$ cat config.mk
export PLATFORM = sky130hd
export DESIGN_NAME = enhanced_serial_port
export DESIGN_NICKNAME = d
export VERILOG_FILES = /design/src/rtl/serial_port_pkg.sv /design/src/rtl/baud_tick.sv /design/src/rtl/enhanced_serial_port.sv
export VERILOG_INCLUDE_DIRS = /design/src /design/src/rtl
export SDC_FILE = /design/constraint.sdc
export NUM_CORES = 1
export LEC_CHECK = 0
export ABC_AREA = 1
export BUFFER_PORTS_ARGS = -buffer_cell sky130_fd_sc_hd__buf_2
export CAP_MARGIN = 5
export CELL_PAD_IN_SITES_DETAIL_PLACEMENT = 0
export CELL_PAD_IN_SITES_GLOBAL_PLACEMENT = 1
export CORE_UTILIZATION = 40
export CTS_BUF_LIST = sky130_fd_sc_hd__clkbuf_8
export CTS_CLUSTER_DIAMETER = 50
export DETAILED_ROUTE_END_ITERATION = 10
export GPL_ROUTABILITY_DRIVEN = 1
export MAX_ROUTING_LAYER = met4
export PLACE_DENSITY_LB_ADDON = 0.25
export SYNTH_ARGS = -nofsm -noshare
export SYNTH_HDL_FRONTEND = slang
export SYNTH_SLANG_ARGS = --single-unit
export TNS_END_PERCENT = 5
$ cat constraint.sdc
create_clock -name clock_i -period 4.1 [get_ports clock_i]
set_input_delay 1.025 -clock clock_i [delete_from_list [all_inputs] [get_ports clock_i]]
set_output_delay 1.025 -clock clock_i [all_outputs]
set_load 0.05 [all_outputs]
$ cat src/rtl/serial_port_regs.svh
// Purpose: Offsets, field positions, reset values and timing counts of the serial port
// Assumes: Word registers on a plain strobe port, 8-bit data
// Notes:   Definitions only
`ifndef SERIAL_PORT_REGS_SVH
`define SERIAL_PORT_REGS_SVH

`define ADDR_SERIAL_CONTROL   4'h0
`define ADDR_SERIAL_BUFFER    4'h1
`define ADDR_SERIAL_STATUS    4'h2
`define ADDR_POWER_CONTROL    4'h3
`define ADDR_BAUD_DIV_LOW     4'h4
`define ADDR_BAUD_DIV_HIGH    4'h5
`define ADDR_BAUD_SOURCE      4'h6

// Serial control fields
`define SC_MODE_HIGH          7
`define SC_MODE_LOW           6
`define SC_RX_ENABLE          4
`define SC_TX_NINTH           3
`define SC_RX_NINTH           2
`define SC_TX_DONE            1
`define SC_RX_DONE            0
// Serial status fields
`define SS_DOUBLE_BUFFER      7
`define SS_FRAMING_ERROR      3
`define SS_BREAK              2
`define SS_OVERRUN            1
`define SS_BREAK_RESET_EN     0
// Power control fields
`define PC_BAUD_DOUBLER       7
`define PC_FE_VIEW            6

`define RESET_BYTE            8'h00
`define BAUD_DIV_RESET        16'h0010

// Fixed rates in CPU clocks per bit, oversample and break counts, boot address
`define SHIFT_DIV             8'd16
`define FIXED_DIV_FAST        8'd16
`define FIXED_DIV_SLOW        8'd32
`define OVERSAMPLE            4'd15
`define BREAK_BITS            4'd11
`define BOOT_ADDRESS_RESET    16'h1f00

`endif

$ cat src/rtl/serial_port_pkg.sv
// Purpose: Types of the serial port
// Assumes: Used with serial_port_regs.svh
// Notes:   Types only
package serial_port_pkg;
  typedef enum logic [1:0] {
    MODE_SHIFT,
    MODE_UART8,
    MODE_UART9_FIXED,
    MODE_UART9_VAR
  } serial_mode_t;

  typedef enum logic [1:0] {
    SRC_TIMER1,
    SRC_BAUD_GEN
  } baud_source_t;

  typedef enum logic [1:0] {
    TX_IDLE,
    TX_SEND,
    TX_SHIFT_OUT
  } tx_state_t;

  typedef enum logic [1:0] {
    RX_IDLE,
    RX_START,
    RX_DATA,
    RX_SHIFT_IN
  } rx_state_t;
endpackage

$ cat src/rtl/baud_tick.sv
// Purpose: Tick generator dividing the CPU clock by a loadable count
// Assumes: Divisor of zero behaves as one
// Notes:   Tick is one cycle long for divisors above one; it stays high every cycle for zero or one
`timescale 1ns/100ps
`default_nettype none
module baud_tick (
  input  wire logic        clock_i,
  input  wire logic        rst_n_i,
  input  wire logic        restart_i,
  input  wire logic [15:0] divisor_i,
  output logic             tick_o
);
  logic [15:0] count;

  always_ff @(posedge clock_i or negedge rst_n_i) begin
    if (!rst_n_i) begin
      count  <= 16'h0000;
      tick_o <= 1'b0;
    end else if (restart_i) begin
      count  <= 16'h0000;
      tick_o <= 1'b0;
    end else if (count + 16'h0001 >= divisor_i) begin
      count  <= 16'h0000;
      tick_o <= 1'b1;
    end else begin
      count  <= count + 16'h0001;
      tick_o <= 1'b0;
    end
  end
endmodule
`default_nettype wire

$ cat src/rtl/enhanced_serial_port.sv
// Functional notes
// Shift mode moves 8 bits LSB first on receive pin, clock on transmit pin. Code drives that clock only when transmitting; shift reception leaves it high.
// Shift mode runs at CPU clock divided by sixteen.
// 8-bit mode frame: low start, eight data LSB first, high stop.
// 8-bit mode reception stores the stop bit as received ninth bit.
// 8-bit mode rate comes from timer 1 overflow or baud generator.
// Fixed 9-bit frame: start, eight data, transmit ninth bit, stop.
// 9-bit reception keeps the ninth bit and drops the stop bit.
// Fixed 9-bit rate is CPU clock over 16 or 32 by doubler.
// Variable 9-bit mode equals fixed mode but with variable rate.
// Baud generator divisor is high and low registers joined; timer 1 free.
// Baud generator counts on the CPU clock.
// Timer 1 overflow rate is halved when doubler select is clear.
// Timer 2 overflow is never a rate source.
// Framing error in status; control bit 7 shows it when view select set.
// Software sets mode bits while framing view select is clear.
// Eleven consecutive low bit times on receive report a break.
// With break reset enabled, a break resets device into programming mode.
// Double buffering sends characters back to back with one stop bit.
// Double buffer enable clear gives the single-buffered transmitter.
// Software keeps double buffering off in shift mode.
// Double buffered transmit flag rises when the buffer can take data.
// Single buffered: software holds ninth bit until transmit flag.
// Double buffered: ninth bit is captured together with the buffer data.
// After a break reset, fetching starts at the boot address.
// Receiver finds falling start edge and samples bit centres at 16x.
//
// Purpose: Enhanced asynchronous serial port with register port
// Assumes: Timer 1 overflow arrives as a one-cycle pulse on clock_i
// Notes:   Read data stand one cycle after the read strobe
//
// Our own choices: strobed register access and the placing of the registers.
`timescale 1ns/100ps
`default_nettype none
`include "serial_port_regs.svh"
module enhanced_serial_port (
  input  wire logic        clock_i,
  input  wire logic        rstn_i,
  input  wire logic [3:0]  addr_i,
  input  wire logic [7:0]  wdata_i,
  input  wire logic        write_i,
  input  wire logic        read_i,
  output logic      [7:0]  rdata_o,
  input  wire logic        timer1_overflow_i,
  input  wire logic        rxd_i,
  output logic             rxd_o,
  output logic             rxd_oe_o,
  output logic             txd_o,
  output logic             tx_irq_o,
  output logic             rx_irq_o,
  output logic             break_reset_o,
  output logic             in_system_programming_mode_o,
  output logic      [15:0] fetch_address_o
);
  import serial_port_pkg::*;

  logic [1:0] rst_sync;
  logic       rst_n;
  logic       rx_meta;
  logic       rx_pin;
  always_ff @(posedge clock_i or negedge rstn_i) begin
    if (!rstn_i) begin
      rst_sync <= 2'b00;
    end else begin
      rst_sync <= {rst_sync[0], 1'b1};
    end
  end
  assign rst_n = rst_sync[1];

  always_ff @(posedge clock_i or negedge rst_n) begin
    if (!rst_n) begin
      rx_meta <= 1'b1;
      rx_pin  <= 1'b1;
    end else begin
      rx_meta <= rxd_i;
      rx_pin  <= rx_meta;
    end
  end

  // Registers
  logic [1:0]  mode_bits;
  logic        rx_enable;
  logic        tx_ninth;
  logic        rx_ninth;
  logic        tx_done;
  logic        rx_done;
  logic        double_buffer;
  logic        framing_error;
  logic        break_seen;
  logic        overrun;
  logic        break_reset_en;
  logic        baud_doubler_select;
  logic        framing_error_view_select;
  logic [7:0]  baud_divisor_low;
  logic [7:0]  baud_divisor_high;
  logic        baud_source;
  logic [7:0]  rx_data;
  serial_mode_t mode;
  assign mode = serial_mode_t'(mode_bits);

  logic wr_ctrl;
  logic wr_buf;
  logic wr_stat;
  assign wr_ctrl = write_i && addr_i == `ADDR_SERIAL_CONTROL;
  assign wr_buf  = write_i && addr_i == `ADDR_SERIAL_BUFFER;
  assign wr_stat = write_i && addr_i == `ADDR_SERIAL_STATUS;

  // Events from transmit and receive paths
  logic tx_flag_set;
  logic rx_flag_set;
  logic rx_ninth_set;
  logic rx_ninth_val;
  logic fe_set;
  logic break_set;

  always_ff @(posedge clock_i or negedge rst_n) begin
    if (!rst_n) begin
      baud_doubler_select       <= 1'b0;
      framing_error_view_select <= 1'b0;
      {baud_divisor_high, baud_divisor_low} <= `BAUD_DIV_RESET;
      baud_source               <= 1'b0;
    end else if (write_i) begin
      case (addr_i)
        `ADDR_POWER_CONTROL: begin
          baud_doubler_select       <= wdata_i[`PC_BAUD_DOUBLER];
          framing_error_view_select <= wdata_i[`PC_FE_VIEW];
        end
        `ADDR_BAUD_DIV_LOW:  baud_divisor_low  <= wdata_i;
        `ADDR_BAUD_DIV_HIGH: baud_divisor_high <= wdata_i;
        // no timer 2
        `ADDR_BAUD_SOURCE:   baud_source       <= wdata_i[0];
        default: ;
      endcase
    end
  end

  // framing view bit 7
  always_ff @(posedge clock_i or negedge rst_n) begin
    if (!rst_n) begin
      mode_bits <= 2'b00;
      rx_enable <= 1'b0;
      tx_ninth  <= 1'b0;
    end else if (wr_ctrl) begin
      if (!framing_error_view_select) begin
        mode_bits[1] <= wdata_i[`SC_MODE_HIGH];
      end
      mode_bits[0] <= wdata_i[`SC_MODE_LOW];
      rx_enable    <= wdata_i[`SC_RX_ENABLE];
      tx_ninth     <= wdata_i[`SC_TX_NINTH];
    end
  end

  // Sticky flags, set wins over clear
  always_ff @(posedge clock_i or negedge rst_n) begin
    if (!rst_n) begin
      tx_done       <= 1'b0;
      rx_done       <= 1'b0;
      rx_ninth      <= 1'b0;
      framing_error <= 1'b0;
      overrun       <= 1'b0;
    end else begin
      if (tx_flag_set) begin
        tx_done <= 1'b1;
      end else if (wr_ctrl) begin
        tx_done <= wdata_i[`SC_TX_DONE];
      end
      if (rx_flag_set) begin
        rx_done <= 1'b1;
      end else if (wr_ctrl) begin
        rx_done <= wdata_i[`SC_RX_DONE];
      end
      if (rx_ninth_set) begin
        rx_ninth <= rx_ninth_val;
      end else if (wr_ctrl) begin
        rx_ninth <= wdata_i[`SC_RX_NINTH];
      end
      // framing error flag
      if (fe_set) begin
        framing_error <= 1'b1;
      end else if (wr_stat && !wdata_i[`SS_FRAMING_ERROR]) begin
        framing_error <= 1'b0;
      end else if (wr_ctrl && framing_error_view_select && !wdata_i[`SC_MODE_HIGH]) begin
        framing_error <= 1'b0;
      end
      if (rx_flag_set && rx_done) begin
        overrun <= 1'b1;
      end else if (wr_stat && !wdata_i[`SS_OVERRUN]) begin
        overrun <= 1'b0;
      end
    end
  end

  always_ff @(posedge clock_i or negedge rst_n) begin
    if (!rst_n) begin
      double_buffer  <= 1'b0;
      break_reset_en <= 1'b0;
      break_seen     <= 1'b0;
    end else begin
      if (wr_stat) begin
        double_buffer  <= wdata_i[`SS_DOUBLE_BUFFER];
        break_reset_en <= wdata_i[`SS_BREAK_RESET_EN];
      end
      // break flag
      if (break_set) begin
        break_seen <= 1'b1;
      end else if (wr_stat && !wdata_i[`SS_BREAK]) begin
        break_seen <= 1'b0;
      end
    end
  end

  always_ff @(posedge clock_i or negedge rst_n) begin
    if (!rst_n) begin
      rdata_o <= `RESET_BYTE;
    end else if (read_i) begin
      case (addr_i)
        `ADDR_SERIAL_CONTROL: rdata_o <= {framing_error_view_select ? framing_error : mode_bits[1],
                                          mode_bits[0], 1'b0, rx_enable, tx_ninth, rx_ninth,
                                          tx_done, rx_done};
        `ADDR_SERIAL_BUFFER:  rdata_o <= rx_data;
        `ADDR_SERIAL_STATUS:  rdata_o <= {double_buffer, 3'b000, framing_error, break_seen,
                                          overrun, break_reset_en};
        `ADDR_POWER_CONTROL:  rdata_o <= {baud_doubler_select, framing_error_view_select, 6'h00};
        `ADDR_BAUD_DIV_LOW:   rdata_o <= baud_divisor_low;
        `ADDR_BAUD_DIV_HIGH:  rdata_o <= baud_divisor_high;
        `ADDR_BAUD_SOURCE:    rdata_o <= {7'h00, baud_source};
        default:              rdata_o <= `RESET_BYTE;
      endcase
    end else begin
      rdata_o <= `RESET_BYTE;
    end
  end

  // Rate generation: one oversample tick per sixteenth bit in 8-bit and variable 9-bit modes
  logic gen_tick;
  logic t1_half;
  logic t1_tick;
  logic var_tick;

  // joined divisor
  // counts CPU clock
  baud_tick u_baud_gen (
    .clock_i   (clock_i),
    .rst_n_i   (rst_n),
    .restart_i (wr_stat),
    .divisor_i ({baud_divisor_high, baud_divisor_low}),
    .tick_o    (gen_tick)
  );

  // timer 1 halving
  always_ff @(posedge clock_i or negedge rst_n) begin
    if (!rst_n) begin
      t1_half <= 1'b0;
    end else if (timer1_overflow_i) begin
      t1_half <= ~t1_half;
    end
  end
  assign t1_tick = timer1_overflow_i && (baud_doubler_select || t1_half);
  // variable rate
  assign var_tick = baud_source ? gen_tick : t1_tick;

  // variable 9-bit rate
  logic os_tick;
  assign os_tick = (mode == MODE_UART9_FIXED) ? 1'b1 : var_tick;

  // Fixed 9-bit and shift modes count bits by cycles, 8-bit and variable 9-bit modes by sixteen oversample ticks
  logic [7:0] bit_len;
  always_comb begin
    case (mode)
      // fixed shift rate
      MODE_SHIFT:       bit_len = `SHIFT_DIV;
      // fixed rate select
      MODE_UART9_FIXED: bit_len = baud_doubler_select ? `FIXED_DIV_FAST : `FIXED_DIV_SLOW;
      default:          bit_len = 8'd16;
    endcase
  end
  logic step;
  assign step = (mode == MODE_SHIFT || mode == MODE_UART9_FIXED) ? 1'b1 : os_tick;

  // Transmitter
  tx_state_t  tx_state;
  logic [7:0] tx_count;
  logic [3:0] tx_bit;
  logic [10:0] tx_shift;
  logic [7:0] hold_data;
  logic       hold_ninth;
  logic       hold_full;
  logic [3:0] frame_len;
  assign frame_len = (mode == MODE_UART8) ? 4'd10 : 4'd11;

  always_ff @(posedge clock_i or negedge rst_n) begin
    if (!rst_n) begin
      hold_full  <= 1'b0;
      hold_data  <= `RESET_BYTE;
      hold_ninth <= 1'b0;
    end else if (wr_buf) begin
      hold_full  <= 1'b1;
      hold_data  <= wdata_i;
      // ninth bit captured
      hold_ninth <= tx_ninth;
    end else if (tx_state == TX_IDLE || (tx_state == TX_SEND && double_buffer
                 && tx_bit == frame_len - 4'd1 && tx_count == bit_len - 8'd1 && step)) begin
      hold_full <= 1'b0;
    end
  end

  logic tx_end;
  assign tx_end = step && tx_count == bit_len - 8'd1;

  always_ff @(posedge clock_i or negedge rst_n) begin
    if (!rst_n) begin
      tx_state    <= TX_IDLE;
      tx_count    <= 8'd0;
      tx_bit      <= 4'd0;
      tx_shift    <= 11'h7ff;
      txd_o       <= 1'b1;
      rxd_o       <= 1'b1;
      rxd_oe_o    <= 1'b0;
      tx_flag_set <= 1'b0;
    end else begin
      tx_flag_set <= 1'b0;
      case (tx_state)
        TX_IDLE: begin
          txd_o    <= 1'b1;
          rxd_oe_o <= 1'b0;
          tx_count <= 8'd0;
          tx_bit   <= 4'd0;
          if (hold_full && mode == MODE_SHIFT) begin
            tx_shift <= {3'b111, hold_data};
            tx_state <= TX_SHIFT_OUT;
          end else if (hold_full) begin
            // start data stop
            // ninth bit frame
            tx_shift <= (mode == MODE_UART8) ? {2'b11, hold_data, 1'b0}
                                             : {1'b1, hold_ninth, hold_data, 1'b0};
            tx_state <= TX_SEND;
            // buffer free flag
            tx_flag_set <= double_buffer;
          end
        end
        TX_SEND: begin
          txd_o <= tx_shift[0];
          if (step) begin
            tx_count <= tx_count + 8'd1;
          end
          if (tx_end) begin
            tx_count <= 8'd0;
            tx_shift <= {1'b1, tx_shift[10:1]};
            tx_bit   <= tx_bit + 4'd1;
            if (tx_bit == frame_len - 4'd1) begin
              // back to back
              if (double_buffer && hold_full) begin
                tx_shift <= (mode == MODE_UART8) ? {2'b11, hold_data, 1'b0}
                                                 : {1'b1, hold_ninth, hold_data, 1'b0};
                tx_bit      <= 4'd0;
                tx_flag_set <= 1'b1;
              end else begin
                tx_state    <= TX_IDLE;
                // single buffer flag
                tx_flag_set <= !double_buffer;
              end
            end
          end
        end
        TX_SHIFT_OUT: begin
          // shift clock out
          rxd_oe_o <= 1'b1;
          rxd_o    <= tx_shift[0];
          tx_count <= tx_count + 8'd1;
          txd_o    <= tx_count < 8'd8 ? 1'b0 : 1'b1;
          if (tx_end) begin
            tx_count <= 8'd0;
            tx_shift <= {1'b1, tx_shift[10:1]};
            tx_bit   <= tx_bit + 4'd1;
            if (tx_bit == 4'd7) begin
              tx_state    <= TX_IDLE;
              tx_flag_set <= 1'b1;
            end
          end
        end
        default: tx_state <= TX_IDLE;
      endcase
    end
  end

  // Receiver
  rx_state_t  rx_state;
  logic [7:0] rx_count;
  logic [3:0] rx_bit;
  logic [8:0] rx_shift;
  logic       rx_prev;
  logic [7:0] half_len;
  assign half_len = {1'b0, bit_len[7:1]};

  always_ff @(posedge clock_i or negedge rst_n) begin
    if (!rst_n) begin
      rx_state     <= RX_IDLE;
      rx_count     <= 8'd0;
      rx_bit       <= 4'd0;
      rx_shift     <= 9'h000;
      rx_prev      <= 1'b1;
      rx_data      <= `RESET_BYTE;
      rx_flag_set  <= 1'b0;
      rx_ninth_set <= 1'b0;
      rx_ninth_val <= 1'b0;
      fe_set       <= 1'b0;
    end else begin
      rx_prev      <= rx_pin;
      rx_flag_set  <= 1'b0;
      rx_ninth_set <= 1'b0;
      fe_set       <= 1'b0;
      case (rx_state)
        RX_IDLE: begin
          rx_count <= 8'd0;
          rx_bit   <= 4'd0;
          if (rx_enable && mode == MODE_SHIFT && !rx_done && tx_state == TX_IDLE) begin
            rx_state <= RX_SHIFT_IN;
          // falling start edge
          end else if (rx_enable && mode != MODE_SHIFT && rx_prev && !rx_pin) begin
            rx_state <= RX_START;
          end
        end
        RX_START: begin
          if (step) begin
            rx_count <= rx_count + 8'd1;
          end
          if (step && rx_count == half_len - 8'd1) begin
            rx_count <= 8'd0;
            rx_state <= rx_pin ? RX_IDLE : RX_DATA;
          end
        end
        RX_DATA: begin
          if (step) begin
            rx_count <= rx_count + 8'd1;
          end
          // centre sample
          if (step && rx_count == bit_len - 8'd1) begin
            rx_count <= 8'd0;
            rx_bit   <= rx_bit + 4'd1;
            if (rx_bit == frame_len - 4'd2) begin
              rx_state     <= RX_IDLE;
              rx_data      <= (mode == MODE_UART8) ? rx_shift[8:1] : rx_shift[7:0];
              rx_flag_set  <= 1'b1;
              rx_ninth_set <= 1'b1;
              // stop as ninth
              // ninth kept, stop dropped
              rx_ninth_val <= (mode == MODE_UART8) ? rx_pin : rx_shift[8];
              fe_set       <= !rx_pin;
            end else begin
              rx_shift <= {rx_pin, rx_shift[8:1]};
            end
          end
        end
        RX_SHIFT_IN: begin
          rx_count <= rx_count + 8'd1;
          if (rx_count == bit_len - 8'd1) begin
            rx_count <= 8'd0;
            rx_bit   <= rx_bit + 4'd1;
            rx_shift <= {rx_pin, rx_shift[8:1]};
            if (rx_bit == 4'd7) begin
              rx_state    <= RX_IDLE;
              rx_data     <= {rx_pin, rx_shift[8:2]};
              rx_flag_set <= 1'b1;
            end
          end
        end
        default: rx_state <= RX_IDLE;
      endcase
    end
  end

  // eleven low bits
  logic [7:0] low_count;
  logic [3:0] low_bits;
  always_ff @(posedge clock_i or negedge rst_n) begin
    if (!rst_n) begin
      low_count <= 8'd0;
      low_bits  <= 4'd0;
      break_set <= 1'b0;
    end else begin
      break_set <= 1'b0;
      if (rx_pin || mode == MODE_SHIFT) begin
        low_count <= 8'd0;
        low_bits  <= 4'd0;
      end else if (step && low_bits != `BREAK_BITS) begin
        low_count <= low_count + 8'd1;
        if (low_count == bit_len - 8'd1) begin
          low_count <= 8'd0;
          low_bits  <= low_bits + 4'd1;
          break_set <= low_bits == `BREAK_BITS - 4'd1;
        end
      end
    end
  end

  always_ff @(posedge clock_i or negedge rst_n) begin
    if (!rst_n) begin
      tx_irq_o <= 1'b0;
      rx_irq_o <= 1'b0;
    end else begin
      tx_irq_o <= tx_done;
      rx_irq_o <= rx_done;
    end
  end

  // break reset request
  always_ff @(posedge clock_i or negedge rst_n) begin
    if (!rst_n) begin
      break_reset_o <= 1'b0;
    end else begin
      break_reset_o <= break_set && break_reset_en;
    end
  end

  // Latched across the device reset that the break requests; only the pin reset clears it
  // boot address fetch
  always_ff @(posedge clock_i or negedge rstn_i) begin
    if (!rstn_i) begin
      in_system_programming_mode_o <= 1'b0;
      fetch_address_o              <= 16'h0000;
    end else if (break_set && break_reset_en) begin
      in_system_programming_mode_o <= 1'b1;
      fetch_address_o              <= `BOOT_ADDRESS_RESET;
    end
  end
endmodule
`default_nettype wire

==> run_results.csv, run 1 <==
group,metric,value,unit
outcome,outcome,"finished, final reports clean",
global_routing,antenna_found_initial,0,
logic_synthesis,ys_async_sr_fraction,100.0,%
clock_network,cts_resized,0,
clock_network,post-cts-setup-buffer-count,0,
logic_synthesis,synth_mux_area_share,0.2425,%
route,postRouteAntennaNets,0,
logic_synthesis,synth_edf_count,0,
power_and_ir_drop,switching_share,41.85,%
global_routing,overflow,0,
clock_network,cts_made_buffers,17,
route,drt_iter0_drc,446,
global_routing,grt_pass1_wl,33080,µm
clock_network,path_clk_slew,90,ps
layout,areaGrowthSynthToFinish,9.048,%
power_and_ir_drop,cellPowerDensity,523.5,nW/µm²
power_and_ir_drop,combPwrFrac,33.9,%
logic_synthesis,synthAdderAreaFrac,4.244,%
worst_setup_path,endpoint_kind,"flip-flop",
clock_network,cts_buffer_depth,2,
logic_synthesis,yosysWarnings,0,
die,die_y,145.7,µm
timing,final_max_slew_viol_count,0,
worst_setup_path,startpoint,"u_baud_gen.count[0]",
power_and_ir_drop,finalPower,4.713,mW
timing,min_period_over_period,75.99,%
worst_setup_path,startpoint_type,"flip-flop",
timing,fmax,321.0,MHz
clock_network,cts_root_buf,"clkbuf_8",
power_and_ir_drop,power_switching,1.972,mW
layout,final_area,9002,µm²
die,initial_utilization,40.80,%
timing,finalSetupViolCount,0,
worst_setup_path,cp.arrival,3440,ps
power_and_ir_drop,p_seq_share,43.5,%
clock_network,clkLatencyLatePin,470,ps
logic_synthesis,syn_inst,1048,
die,num_rows,52,
logic_synthesis,syn_avg_cell_area,7.877,µm²
timing,tns,0,ps
placed_design,place_hpwl,14450,µm
die,ios,49,
global_routing,grt_max_degree,67,
layout,final_common_cell,"nand2_1",
power_and_ir_drop,power.internal,2.741,mW
timing,grt_setup_unrepaired,"false",
logic_synthesis,synth_top_family_by_area,"simple AND/OR/NAND/NOR gates",
worst_setup_path,cp_max_fo,17,
placed_design,placed_cell_area,8648,µm²
route,viasPerCell,4.900,
logic_synthesis,yosysUniqueCellTypes,53,
power_and_ir_drop,clock_power_share,22.6,%
power_and_ir_drop,leakage,4.569,nW
route,routedWlPerCell,14.54,µm
route,first_pass_iters,5,
logic_synthesis,synth_seq_cells,152,
timing,final.min_clock_period,3115,ps
route,routed_wl,19910,µm
layout,final_cell_mix,"312 x nand2_1, 135 x dfrtp_1, 115 x inv_1",
placed_design,gp_congestion,0.8133,
timing,worstMarginPinSlew,895.7,ps
logic_synthesis,syn_area,8255,µm²
clock_network,cts_max_level,4,
logic_synthesis,synth_ff_type,"dfrtp_1",
global_routing,grtUsageTotal,20.37,%
route,vias,6713,
timing,fin_skew,11.77,ps
global_routing,grt_pass1_vias,6320,
layout,antenna-diode-count,0,
worst_setup_path,critPathKind,"flip-flop to flip-flop",
die,fp.dieW,145.7,µm
logic_synthesis,synth-xor-area-share,2.334,%
layout,fin_nets,1133,
worst_hold_path,hp-class,"primary input to asynchronous set/reset pin",
worst_setup_path,crit_required,4420,ps
worst_setup_path,r2r-start,"u_baud_gen.count[0]",
timing,slew_headroom,40.29,%
timing,hold_violations,0,
timing,fin_hold_ws,332.6,ps
logic_synthesis,synth_compound_area_share,11.34,%
power_and_ir_drop,vdd_drop_max,0.2077,mV
clock_network,hold_buffers,0,
clock_network,clock_sinks,152,
clock_network,cts_tree,"yes",
die,die_area,21220,µm²
placed_design,port_buffers,37,
die,core-area,20230,µm²
flow_run,cap_violations,0,
logic_synthesis,synth-simple-area-share,27.40,%
route,drcViolationCount,0,
layout,drive_above_1_share,11.73,%
logic_synthesis,synth.yosys.seq_area_share,46.32,%
==> Yosys cell counts, types with 8 or more instances <==
master   number  area, µm²
nand2_1     312       1171
dfrtp_1     136       3403
inv_1       114      427.9
nor2_1       86      322.8
o21ai_0      80      400.4
nand3_1      65      325.3
ha_1         28      350.3
a21oi_1      26      130.1
buf_4        19      142.6
xor2_1       17      148.9
dfstp_2      16      420.4
nor3_1       15      75.07
a31oi_1      14      87.58
o22ai_1      12      75.07
nand4_1      11      68.82
inv_2         8      30.03
nand2_2       8      50.05
==> power groups by stage <==
stage,clock network [mW],logic (mW),registers [mW]
6_report,1.06,1.60,2.05
5_1_grt,1.16,1.85,2.09
3_3_place_gp,0,1.61,2.08
2_1_floorplan,0,1.20,2.09
3_5_place_dp,0,1.62,2.08
4_1_cts,1.10,1.62,2.05
==> layer usage <==
| layer | global-route usage [%] | vias to the layer above | share of wire, % |
|---|---|---|---|
| met5 | - | - | 0 |
| met3 | 3.918 | 15 | 2.7 |
| li1 | - | 3455 | - |
| met4 | 4.105 | 0 | 0.81 |
| met2 | 31.15 | 69 | 47 |
| met1 | 28.14 | 3174 | 50 |
==> through the flow <==
step | std cells | util [%] | setup slack, ps
floorplan | 1058 | - | 1443
global placement | 1338 | 42.74 | 1034
detailed placement | 1338 | 42.74 | 989.0
CTS | 1370 | 44.49 | 970.7
global route | 1370 | 44.49 | 622.5
finish | 1370 | 44.49 | 984.6
==> registers in the layout, indices dropped and copies added (netlist names), 4 cells and up <==
signal             cells
tx_bit                 4
rx_data                8
u_baud_gen.count      16
low_count              8
rx_shift               9
hold_data              8
rx_count               8
baud_divisor_high      8
tx_shift              10
rdata_o                8
tx_count               8
low_bits               4
rx_bit                 4
baud_divisor_low       8
==> final cells by class <==
class                           count  area, µm²
Multi-Input combinational cell    752       3806
Inverter                          123      461.7
Timing Repair Buffer               41      215.2
Clock buffer                       17      234.0
Fill cell                        2051      11230
Tap cell                          270      337.8
Sequential cell                   152       3827
Clock inverter                     15      120.1
==> worst paths after layout <==
path,to,slack (ps),cells after the start
max,u_baud_gen.count[8],980,12
min,rst_sync[1],330,1
max reg2reg,u_baud_gen.count[8],980,12
min reg2reg,rx_pin,360,0
max in group asynchronous,baud_divisor_low[4],2510,1
min in group clock_i,rx_pin,360,0
==> logic make-up (layout without fill, tap and decap cells) <==
logic type	Yosys count	in the layout
muxes	2	2
other	2	12
AOI/OAI and AO/OA	163	163
DFF	152	152
and+or+nand+nor	525	525
xor gates and xnor gates	22	22
buffers and inverters	154	196
adders and majority gates	28	28
==> critical path, stage by stage (launching register included) <==
cell and delay, ps:
dfrtp_1 400, ha_1 190, nand2_1 60, nor2_1 290
nand4_1 150, or2_2 300, and2_1 150, ha_1 260
nand2_1 70, nor4_1 370, nand2_1 90, nand3_1 530
nor3_1 100
No activity file was read; power rests on OpenSTA's default activity.
==> inputs of run 2 (changes only) <==
--- a/config.mk
+++ b/config.mk
@@ -6,7 +6,7 @@
 export SDC_FILE = /design/constraint.sdc
 export NUM_CORES = 1
 export LEC_CHECK = 0
-export ABC_AREA = 1
+export ABC_AREA = 0
 export BUFFER_PORTS_ARGS = -buffer_cell sky130_fd_sc_hd__buf_2
 export CAP_MARGIN = 5
 export CELL_PAD_IN_SITES_DETAIL_PLACEMENT = 0
==> constraint.sdc (replaced) <==
create_clock -name clock_i -period 2.7 [get_ports clock_i]
set_input_delay 0.675 -clock clock_i [delete_from_list [all_inputs] [get_ports clock_i]]
set_output_delay 0.675 -clock clock_i [all_outputs]
set_load 0.05 [all_outputs]
==> run 2 against run 1 <==
The flow now finishes with violations (setup timing). Sequential cell count is the same. Clock skew is essentially flat. Critical path depth is the same. Worst setup slack lost 1000 ps. Global-route usage is essentially flat. Non-clock buffer count grew 36. Via count shrank 5.3%. Fmax grew 14%. Total power grew 36%. Die area grew 1.1%.
==> run_results.csv, run 2 <==
group,metric,value,unit
logic_synthesis,synth.yosys.seq_area_share,45.80,%
worst_setup_path,cp.arrival,3030,ps
timing,final_max_slew_viol_count,0,
logic_synthesis,syn_avg_cell_area,10.49,µm²
clock_network,cts_max_level,4,
clock_network,cts_root_buf,"clkbuf_8",
clock_network,cts_tree,"yes",
clock_network,cts_buffer_depth,2,
route,first_pass_iters,5,
placed_design,preCtsSetupSlack,-107.3,ps
die,die_area,21450,µm²
global_routing,grtUsageTotal,20.33,%
die,die_y,146.5,µm
placed_design,place_hpwl,14690,µm
worst_setup_path,crit_required,3000,ps
logic_synthesis,synth_seq_cells,152,
worst_setup_path,critPathKind,"flip-flop to flip-flop",
route,viasPerCell,5.568,
timing,fin_hold_ws,237.7,ps
logic_synthesis,yosys.area.top_type_share,40.76,%
layout,final_common_cell,"dfrtp_1",
power_and_ir_drop,finalPower,6.409,mW
layout,final_cell_mix,"134 x dfrtp_1, 59 x nand2_1, 57 x mux2_2",
route,drt_iter0_drc,447,
logic_synthesis,syn_area,8349,µm²
route,drcViolationCount,0,
timing,grt_setup_unrepaired,"true",
timing,min_period_over_period,101.2,%
power_and_ir_drop,cellPowerDensity,670.0,nW/µm²
placed_design,dp_cells,1105,
die,ios,49,
outcome,violations,"setup timing",
route,routedWlPerCell,17.68,µm
timing,fin_skew,11.56,ps
logic_synthesis,synth_area_leader_cell,"dfrtp_1",
global_routing,overflow,0,
clock_network,clock_sinks,152,
layout,final_area,9565,µm²
timing,fmax,366.1,MHz
global_routing,grt_pass1_vias,6457,
route,postRouteAntennaNets,0,
power_and_ir_drop,leakage,4.386,nW
timing,worstMarginPinSlew,930.1,ps
logic_synthesis,synthTopCellsByCount,"136 x dfrtp_1, 59 x nand2_1, 57 x mux2_2, 52 x nor2_1, 40 x a21oi_1",
layout,layoutNonFillerInstCount,1142,
worst_hold_path,hp-class,"flip-flop to asynchronous set/reset pin",
logic_synthesis,ys_async_sr_fraction,100.0,%
die,initial_utilization,41.00,%
outcome,outcome,"finished with violations",
global_routing,antenna_found_initial,1,
flow_run,cap_violations,0,
timing,slew_headroom,37.99,%
layout,fin_nets,904,
die,core-area,20360,µm²
clock_network,cts_made_buffers,17,
clock_network,path_clk_slew,80,ps
global_routing,grt_pass1_wl,33730,µm
route,routed_wl,20190,µm
timing,finalSetupViolCount,8,
power_and_ir_drop,vdd_drop_max,0.3019,mV
clock_network,clkLatencyLatePin,460,ps
placed_design,placed_cell_area,8954,µm²
layout,largest_reg_flops,16,
logic_synthesis,synth_ff_type,"dfrtp_1",
layout,drive_above_1_share,26.06,%
worst_setup_path,endpoint_kind,"flip-flop",
logic_synthesis,synth_edf_count,0,
timing,hold_violations,0,
global_routing,grt_max_degree,69,
timing,tns,-185.0,ps
logic_synthesis,yosysWarnings,0,
layout,areaGrowthSynthToFinish,14.57,%
die,fp.dieW,146.5,µm
layout,largestRegisters,"u_baud_gen.count x16, tx_shift x10, rx_shift x9",
worst_setup_path,cp_max_fo,8,
logic_synthesis,synth_area_leaders,"dfrtp_1 41%, mux2_2 7.7%, dfstp_2 5.0%",
placed_design,gp_congestion,0.8505,
logic_synthesis,syn_inst,796,
placed_design,port_buffers,37,
worst_setup_path,startpoint_type,"flip-flop",
timing,layout_setup_ws,-31.60,ps
logic_synthesis,synth_most_common_cell,"dfrtp_1",
layout,top_register,"u_baud_gen.count",
timing,final.min_clock_period,2732,ps
layout,fin_util,46.97,%
logic_synthesis,yosysUniqueCellTypes,79,
die,num_rows,52,
route,vias,6359,
[run 2: critical path, cell delays in order, from the launching register on]
cell,delay [ps]
dfrtp_1,360
and4_4,230
nand4_1,150
nor4_2,280
xor2_1,140
ha_1,320
nand4_1,120
nor3_2,240
o2111ai_1,130
o211ai_1,260
buf_4,170
buf_8,140
nor3b_2,50
[run 2: cells by family (layout without fill, tap and decap cells)]
group | count (synthesis) | count (layout) | synth area share (%)
AND/OR/NAND/NOR | 257 | 257 | 16.53
AO/OA/AOI/OAI | 164 | 164 | 13.89
flip-flops | 152 | 152 | 45.80
multiplexers | 85 | 85 | 11.52
buffers and inverters | 80 | 145 | 4.585
adder cells (fa/ha/maj) | 28 | 28 | 4.196
XOR/XNOR | 28 | 28 | 3.387
other | 2 | 13 | 0.08995
[run 2: cell type report]
cell class | count | area [µm²]
Fill cell | 1889 | 10800
Inverter | 36 | 135.1
Sequential cell | 152 | 3829
Clock buffer | 23 | 316.6
Multi-Input combinational cell | 574 | 4270
Tap cell | 270 | 337.8
Clock inverter | 9 | 168.9
Timing Repair Buffer | 77 | 505.5
Antenna cell | 1 | 2.502
[run 2: final timing paths]
check	startpoint	end	slack [ps]	cells past startpoint
min in group clock_i	rxd_i	rx_meta	320	1
max reg2reg	u_baud_gen.count[3]	u_baud_gen.count[7]	-30	12
min reg2reg	rst_sync[1]	u_baud_gen.count[10]	240	0
max in group asynchronous	rst_sync[1]	rx_prev	1700	1
max	u_baud_gen.count[3]	u_baud_gen.count[7]	-30	12
min	rst_sync[1]	u_baud_gen.count[10]	240	0
[run 2: per-layer routing]
metal	track usage (%)	share of wire, %	up-vias	wire length (µm)
li1	-	-	3010	-
met1	25.36	46	3173	9190
met2	33.29	49	148	9924
met3	3.938	3.5	28	712
met4	6.302	1.8	0	366
met5	-	0	-	0
[run 2: what timing repair did]
item	4_1_cts	5_1_grt
buffers inserted	2	0
setup endpoints to repair	16	26
hold endpoints to repair	3	0
pin swaps	9	4
gates cloned	1	0
gates resized for setup	16	6
hold buffers	1	0
[run 2: where the power goes]
group | internal [mW] | switching, mW | total (mW)
combinational | 0.651 | 0.799 | 1.45
sequential | 2.58 | 0.282 | 2.86
clock | 1.24 | 0.859 | 2.10
total | 4.47 | 1.94 | 6.41
